$ cat src/hw/eel_cfg.svh
// Purpose: Constants for the external event line controller
// Assumes: One always-running capture clock
// Notes: Included by the package and the design files
`ifndef EEL_CFG_SVH
`define EEL_CFG_SVH
`define EEL_NUM_LINES 19
`define EEL_NUM_EXT 16
`define EEL_NUM_PORTS 7
`define EEL_PORT_W 16
`define EEL_NUM_PINS 112
`define EEL_SEL_W 4
`define EEL_LINE_SUPPLY 16
`define EEL_LINE_ALARM 17
`define EEL_LINE_AUX 18
`define EEL_SRC_SUPPLY 0
`define EEL_SRC_ALARM 1
`define EEL_SRC_AUX 2
`define EEL_NUM_INT_SRC 3
`define EEL_FILL_W 2
`define EEL_FILL_CYCLES 2'h3
`define EEL_FILL_STEP 2'h1
`define EEL_FILL_RESET 2'h0
`endif

$ cat src/hw/eel_pkg.sv
// Purpose: Types for the external event line controller
// Assumes: Widths come from eel_cfg.svh
// Notes: Types only
`include "eel_cfg.svh"
package eel_pkg;
    typedef logic [`EEL_NUM_LINES-1:0] line_vec_t;
    typedef logic [`EEL_NUM_PINS-1:0] pin_vec_t;
    typedef logic [`EEL_SEL_W-1:0] port_sel_t;
    typedef logic [`EEL_NUM_EXT*`EEL_SEL_W-1:0] sel_bus_t;
    typedef logic [`EEL_NUM_INT_SRC-1:0] int_src_t;
    typedef logic [`EEL_FILL_W-1:0] fill_cnt_t;
endpackage

$ cat src/hw/event_line_ctrl.sv
// Purpose: External event line controller with nineteen edge detector lines
// Assumes: sys_clk_i is an always-on capture clock, not the peripheral bus clock
// Notes: Configuration arrives as plain inputs from logic on the same clock
`timescale 1ns/100ps
`include "eel_cfg.svh"
module event_line_ctrl
    import eel_pkg::*;
(
    // Clock and reset
    input wire logic sys_clk_i,
    input wire logic rstn_i,
    // Sources
    input wire pin_vec_t gpio_pins_i,
    input wire logic supply_low_i,
    input wire logic cal_alarm_i,
    input wire logic aux_event_i,
    // Configuration
    input wire sel_bus_t port_sel_i,
    input wire line_vec_t rise_en_i,
    input wire line_vec_t fall_en_i,
    input wire line_vec_t int_en_i,
    input wire line_vec_t evt_en_i,
    input wire line_vec_t pending_clear_i,
    // Requests
    output line_vec_t pending_o,
    output line_vec_t irq_o,
    output line_vec_t event_o,
    output logic wake_o
);
    // Synchroniser stages
    pin_vec_t pin_meta;
    pin_vec_t pin_sync;
    pin_vec_t next_pin_meta;
    pin_vec_t next_pin_sync;
    int_src_t src_meta;
    int_src_t src_sync;
    int_src_t next_src_meta;
    int_src_t next_src_sync;

    // Disarm after reset and select history
    fill_cnt_t fill_cnt;
    fill_cnt_t next_fill_cnt;
    logic fill_busy;
    sel_bus_t sel_prev;
    sel_bus_t next_sel_prev;

    // Line levels and detector results
    logic [`EEL_NUM_EXT-1:0] ext_level;
    logic [`EEL_NUM_EXT-1:0] ext_rearm;
    line_vec_t line_level;
    line_vec_t rearm;
    line_vec_t line_pending;
    line_vec_t line_edge;

    // Request stage
    line_vec_t irq;
    line_vec_t next_irq;
    line_vec_t evt;
    line_vec_t next_evt;
    logic wake;
    logic next_wake;

    // Pin synchronisers, two stages before any logic reads them
    always_comb begin
        next_pin_meta = gpio_pins_i;
        next_pin_sync = pin_meta;
    end

    always_ff @(posedge sys_clk_i) begin
        if (!rstn_i) begin
            pin_meta <= '0;
            pin_sync <= '0;
        end else begin
            pin_meta <= next_pin_meta;
            pin_sync <= next_pin_sync;
        end
    end

    // Internal source synchronisers
    always_comb begin
        next_src_meta[`EEL_SRC_SUPPLY] = supply_low_i;
        next_src_meta[`EEL_SRC_ALARM] = cal_alarm_i;
        next_src_meta[`EEL_SRC_AUX] = aux_event_i;
        next_src_sync = src_meta;
    end

    always_ff @(posedge sys_clk_i) begin
        if (!rstn_i) begin
            src_meta <= '0;
            src_sync <= '0;
        end else begin
            src_meta <= next_src_meta;
            src_sync <= next_src_sync;
        end
    end

    // Hold all lines disarmed until the synchronisers hold real levels
    always_comb begin
        fill_busy = (fill_cnt != `EEL_FILL_CYCLES);
        next_fill_cnt = fill_busy ? fill_cnt_t'(fill_cnt + `EEL_FILL_STEP) : fill_cnt;
    end

    always_ff @(posedge sys_clk_i) begin
        if (!rstn_i) begin
            fill_cnt <= `EEL_FILL_RESET;
        end else begin
            fill_cnt <= next_fill_cnt;
        end
    end

    // Select history for the re-arm of a switched line
    always_comb begin
        next_sel_prev = port_sel_i;
    end

    always_ff @(posedge sys_clk_i) begin
        if (!rstn_i) begin
            sel_prev <= '0;
        end else begin
            sel_prev <= next_sel_prev;
        end
    end

    // Pin routing onto the external lines
    always_comb begin
        port_sel_t sel;
        port_sel_t old_sel;
        sel = '0;
        old_sel = '0;
        ext_level = '0;
        ext_rearm = '0;
        for (int i = 0; i < `EEL_NUM_EXT; i++) begin
            sel = port_sel_i[i*`EEL_SEL_W +: `EEL_SEL_W];
            old_sel = sel_prev[i*`EEL_SEL_W +: `EEL_SEL_W];
            // Unused port codes route a constant low
            if (int'(sel) < `EEL_NUM_PORTS) begin
                ext_level[i] = pin_sync[int'(sel)*`EEL_PORT_W + i];
            end
            // A select change loads the new pin's level without a false edge
            ext_rearm[i] = fill_busy | (sel != old_sel);
        end
    end

    // Internal sources beside the external lines
    always_comb begin
        line_level = line_vec_t'(ext_level);
        rearm = line_vec_t'(ext_rearm);
        line_level[`EEL_LINE_SUPPLY] = src_sync[`EEL_SRC_SUPPLY];
        line_level[`EEL_LINE_ALARM] = src_sync[`EEL_SRC_ALARM];
        line_level[`EEL_LINE_AUX] = src_sync[`EEL_SRC_AUX];
        rearm[`EEL_LINE_SUPPLY] = fill_busy;
        rearm[`EEL_LINE_ALARM] = fill_busy;
        rearm[`EEL_LINE_AUX] = fill_busy;
    end

    // One detector per line, all on the capture clock
    for (genvar g = 0; g < `EEL_NUM_LINES; g++) begin : g_line
        edge_line u_line (
            .sys_clk_i(sys_clk_i),
            .rstn_i(rstn_i),
            .level_i(line_level[g]),
            .rearm_i(rearm[g]),
            .rise_en_i(rise_en_i[g]),
            .fall_en_i(fall_en_i[g]),
            .int_en_i(int_en_i[g]),
            .clear_i(pending_clear_i[g]),
            .pending_o(line_pending[g]),
            .edge_o(line_edge[g])
        );
    end

    // Masked interrupt forwarding
    always_comb begin
        next_irq = line_pending & int_en_i;
    end

    always_ff @(posedge sys_clk_i) begin
        if (!rstn_i) begin
            irq <= '0;
        end else begin
            irq <= next_irq;
        end
    end

    // Masked event forwarding
    always_comb begin
        next_evt = line_edge & evt_en_i;
    end

    always_ff @(posedge sys_clk_i) begin
        if (!rstn_i) begin
            evt <= '0;
        end else begin
            evt <= next_evt;
        end
    end

    // Wake request, needs no bus clock
    always_comb begin
        next_wake = (|next_irq) | (|next_evt);
    end

    always_ff @(posedge sys_clk_i) begin
        if (!rstn_i) begin
            wake <= 1'b0;
        end else begin
            wake <= next_wake;
        end
    end

    // Outputs straight from flops
    assign pending_o = line_pending;
    assign irq_o = irq;
    assign event_o = evt;
    assign wake_o = wake;
endmodule

$ cat src/hw/edge_line.sv
// Purpose: One edge detector line with its pending flag
// Assumes: level_i is already synchronised to sys_clk_i
// Notes: A set in the clearing cycle wins over the clear
`timescale 1ns/100ps
`include "eel_cfg.svh"
module edge_line (
    // Clock and reset
    input wire logic sys_clk_i,
    input wire logic rstn_i,
    // Line input and control
    input wire logic level_i,
    input wire logic rearm_i,
    input wire logic rise_en_i,
    input wire logic fall_en_i,
    input wire logic int_en_i,
    input wire logic clear_i,
    // Results
    output logic pending_o,
    output logic edge_o
);
    logic prev;
    logic pending;
    logic edge_q;
    logic next_prev;
    logic next_pending;
    logic next_edge;
    logic hit;

    always_comb begin
        next_prev = level_i;
        // Selected edge, none while the line is re-arming
        hit = ~rearm_i & ((level_i & ~prev & rise_en_i) | (~level_i & prev & fall_en_i));
        next_edge = hit;
        // Masked lines do not record
        next_pending = (hit & int_en_i) | (pending & ~clear_i);
    end

    always_ff @(posedge sys_clk_i) begin
        if (!rstn_i) begin
            prev <= 1'b0;
            pending <= 1'b0;
            edge_q <= 1'b0;
        end else begin
            prev <= next_prev;
            pending <= next_pending;
            edge_q <= next_edge;
        end
    end

    assign pending_o = pending;
    assign edge_o = edge_q;
endmodule

$ cat config.mk
export PLATFORM = sky130hd
export DESIGN_NAME = event_line_ctrl
export DESIGN_NICKNAME = d
export VERILOG_FILES = /design/src/hw/eel_pkg.sv /design/src/hw/event_line_ctrl.sv /design/src/hw/edge_line.sv
export VERILOG_INCLUDE_DIRS = /design/src /design/src/hw
export SDC_FILE = /design/constraint.sdc
export NUM_CORES = 1
export LEC_CHECK = 0
export BUFFER_PORTS_ARGS = -buffer_cell sky130_fd_sc_hd__clkbuf_2
export CORE_MARGIN = 1
export CORE_UTILIZATION = 30
export CTS_BUF_LIST = sky130_fd_sc_hd__clkbuf_8
export DETAILED_ROUTE_END_ITERATION = 8
export GPL_TIMING_DRIVEN = 1
export PLACE_DENSITY_LB_ADDON = 0.15
export SLEW_MARGIN = 25
export SYNTH_ARGS = -nofsm -noshare
export SYNTH_HDL_FRONTEND = slang
export SYNTH_SLANG_ARGS = --single-unit
$ cat constraint.sdc
create_clock -name sys_clk_i -period 2.31 [get_ports sys_clk_i]
set_input_delay 0.462 -clock sys_clk_i [delete_from_list [all_inputs] [get_ports sys_clk_i]]
set_output_delay 0.462 -clock sys_clk_i [all_outputs]
set_load 0.02 [all_outputs]
==> summary.md <==
| Metric | Value |
|---|---|
| Pre-CTS setup slack | 3.132 ps |
| First-pass iteration count of the detailed router | 4 |
| Netlist cell types | 35 |
| Largest net degree at the start of global routing | 190 |
| F_max | 0.4996 GHz |
| DR WL/cell | 16.33 um |
| Lkg Pwr | 7.717 nW |
| Post-Synthesis Cell Area | 13060 sq um |
| Root buf cell | clkbuf_8 |
| DRT iter0 DRCs | 495 |
| Antenna Violating Nets Remaining | 0 |
| Total congestion overflow | 0 |
| Cts bufs inserted | 70 |
| Register area share after synthesis | 0.6010 |
| GRT Util Overall | 0.1664 |
| Skew final | around 27 ps |
| Clock Sink Count | between 300 and 400 |
| Synth-to-layout area growth | 35.68% |
| Fin crit share | 0.8664 |
| Async set or reset register ratio after synthesis | 0 |
| Hold buffer count at CTS | approximately 110 |
| Maximum fanout along the worst path | 3 |
| Slew Viols, Final | 0 |
| EDFF count, synth | 0 |
| Synth Net Count | 1438 |
| First-pass GRT wire length | 55.03 mm |
| CP max stage delay | 700 ps |
| Worst rel slew slack | 0.4428 |
| Minimum clock period | 2001 ps |
| Status | finished clean |
| Worst-Skew Late Latency | between 600 and 700 ps |
| Synth top cells by count | 392 x dfxtp_1, 300 x and2_1, 54 x xnor2_1 |
| I/O Pins | 334 |
| Initial Util | 0.3038 |
| Vias per cell | 4.116 |
| Final Hold Viols | 0 |
| Crit. End Element | flop |
| P per Cell Area | 824.1 nW/um^2 |
| Gate Count Post-Synth | roughly 1200 |
| Setup TNS | 0 ps |
| Max_cap viols | 0 |
| # fillers | 4325 |
| IO Port Bufs | roughly 330 |
| Initial antenna violation count | 5 |
| Worst Path Required | 2830 ps |
| RSZ-0062 raised after global routing | no |
| Worst Hold Class | in2reg |
| Clock buffer depth | 3 |
| Setup Fix Bufs, Post-CTS | 0 |
| Avg Cell Area, Syn | 11.25 sq um |
| Slowest CP cell | a311oi_1 |
| Resized cells post-CTS | 0 |
| Total number of vias | 9297 |
| Largest area contributor in the netlist | dfxtp_1 |
| Clk slew on worst S/H paths | 60 ps |
| Slew @ Worst Pin | ~830 ps |
| Placement row count | 76 |
| Final wirelength | roughly 37 mm |
| H-tree levels | 3 |
| Worst-path cell chain | mux4_2 > o22ai_1 > a311oi_1 > mux2_4 > o32ai_2 |
| TritonCTS clock tree | done |
| Seq cells post-synth | 392 |
| Setup violations, final | 0 |
| Crit path DAT | ~2500 ps |
| Die W | 210.6 um |
| Peak VDD IR | between 0.0003 and 0.0004 V |
| Final nets | ~1900 |
| Die ar. | ~44000 sq um |
| Critical path launch point type | flop |
| Vias in the first global route | 9470 |
| CP Class | reg2reg |
| Synth Flop Type | dfxtp_1 |
| Ys Warns | 0 |
| Synth top area cells | dfxtp_1 60%, and2_1 14%, xnor2_1 3.6%, mux4_2 2.8%, and3_1 1.8% |
| Die height | 210.6 um |
| Yosys top cell area share | 0.6010 |
| Dpl hpwl | 27.18 mm |
| Gp weighted congestion | 0.8295 |
| Final setup margin | 308.5 ps |
| Drt drc | 0 |
| Core area | 42980 sq um |
| Share of post-route cells with drive strength above 1 | 0.2858 |
| Count leader, synth | dfxtp_1 |
state kept, by name (all words and copies together) (netlist names):
register and cells:
event_o 19, fill_cnt 2, g_line.u_line.edge_o 19, g_line.u_line.pending_o 19, g_line.u_line.prev 19, irq_o 19, next_pin_sync 112, next_src_sync 3
pin_sync 112, sel_prev 64, src_sync 3, wake_o 1
critical path: cells and delay by family, from the launching register on:
family / cells / cell delay, ps
DFF: 1 / 310
AOI/OAI and AO/OA: 3 / 1030
muxes: 2 / 590
cells by family (layout without fill, tap and decap cells):
group | count (synthesis) | count (layout) | synth area share
AND/OR/NAND/NOR | 517 | 517 | 0.2336
flip-flops | 392 | 392 | 0.6010
AO/OA/AOI/OAI | 73 | 73 | 0.04206
XOR/XNOR | 65 | 65 | 0.04360
buffers and inverters | 64 | 572 | 0.02386
multiplexers | 49 | 49 | 0.05491
adder cells (fa/ha/maj) | 1 | 1 | 0.0009581
other | 0 | 5 | 0
where the power goes:
group / internal, mW / switching (mW)
registers: 7.04 / 0.0835
logic: 0.609 / 0.490
clock network: 3.59 / 2.80
total: 11.2 / 3.37
metrics by stage:
step	total power, mW	cells	utilization	instance area, sq um	hold slack, ps
5_1_grt	15.33	2256	0.4120	17710	17.90
3_3_place_gp	8.211	2028	0.3550	15260	415.4
4_1_cts	14.88	2254	0.4119	17700	0.003664
2_1_floorplan	7.738	1161	-	13060	411.9
6_report	14.60	2259	0.4122	17720	70.74
3_5_place_dp	8.227	2028	0.3550	15260	416.9
placed cells by master, fill, tap and decap left out, types with 5 or more instances in the layout:
master | Yosys | layout
a22oi_1 | 11 | 11
a31oi_1 | 14 | 14
and2_1 | 300 | 300
and3_1 | 38 | 38
buf_4 | 19 | 11
clkbuf_2 | 0 | 332
clkbuf_8 | 0 | 84
clkinv_2 | 0 | 5
dfxtp_1 | 392 | 392
diode_2 | 0 | 5
dlygate4sd3_1 | 0 | 106
inv_1 | 0 | 25
mux2_2 | 17 | 17
mux2i_1 | 15 | 15
mux4_2 | 16 | 16
nand2_1 | 48 | 48
nand2b_1 | 34 | 34
nand3_1 | 23 | 23
nand3b_1 | 27 | 27
nor2_1 | 27 | 27
nor3_1 | 6 | 6
nor4_1 | 10 | 10
o211ai_1 | 14 | 14
o31ai_1 | 6 | 6
o32ai_1 | 8 | 8
xnor2_1 | 54 | 54
xor2_1 | 11 | 11
area by class of cell:
| type | count | area (sq um) | area share |
|---|---|---|---|
| clock buffers | 83 | 1142 | 0.06448 |
| clock inverters | 37 | 241.5 | 0.01363 |
| repair buffers | 451 | 2839 | 0.1602 |
| inverters | 1 | 3.754 | 0.0002119 |
| well taps | 585 | 732.0 | 0.04131 |
| multi-input cells | 705 | 4898 | 0.2765 |
| diodes | 5 | 12.51 | 0.0007062 |
| flip-flops and latches | 392 | 7848 | 0.4429 |
path summary, 6_finish.rpt:
kind / start / depth (start not counted) / end / slack [ps]
worst max-delay path: pin_sync[13]$_SDFF_PN0_ / 5 / g_line[13].u_line.pending_o$_SDFF_PN0_ / 310
worst min-delay path: pending_clear_i[1] / 2 / g_line[1].u_line.pending_o$_SDFF_PN0_ / 70
worst max register to register: pin_sync[13]$_SDFF_PN0_ / 5 / g_line[13].u_line.pending_o$_SDFF_PN0_ / 310
worst min register to register: next_pin_sync[0]$_SDFF_PN0_ / 1 / pin_sync[0]$_SDFF_PN0_ / 420
metal layers:
| metal | wire [um] | global-route usage | up-vias | share of wire |
|---|---|---|---|---|
| met3 | 2533 | 0.04698 | 64 | 0.069 |
| met5 | 39 | 0 | - | 0.0011 |
| met2 | 15570 | 0.2438 | 272 | 0.42 |
| met4 | 800 | 0.06747 | 6 | 0.022 |
| li1 | - | - | 4764 | - |
| met1 | 17940 | 0.2292 | 4191 | 0.49 |
Note: power is estimated with default switching activity, not from simulation.
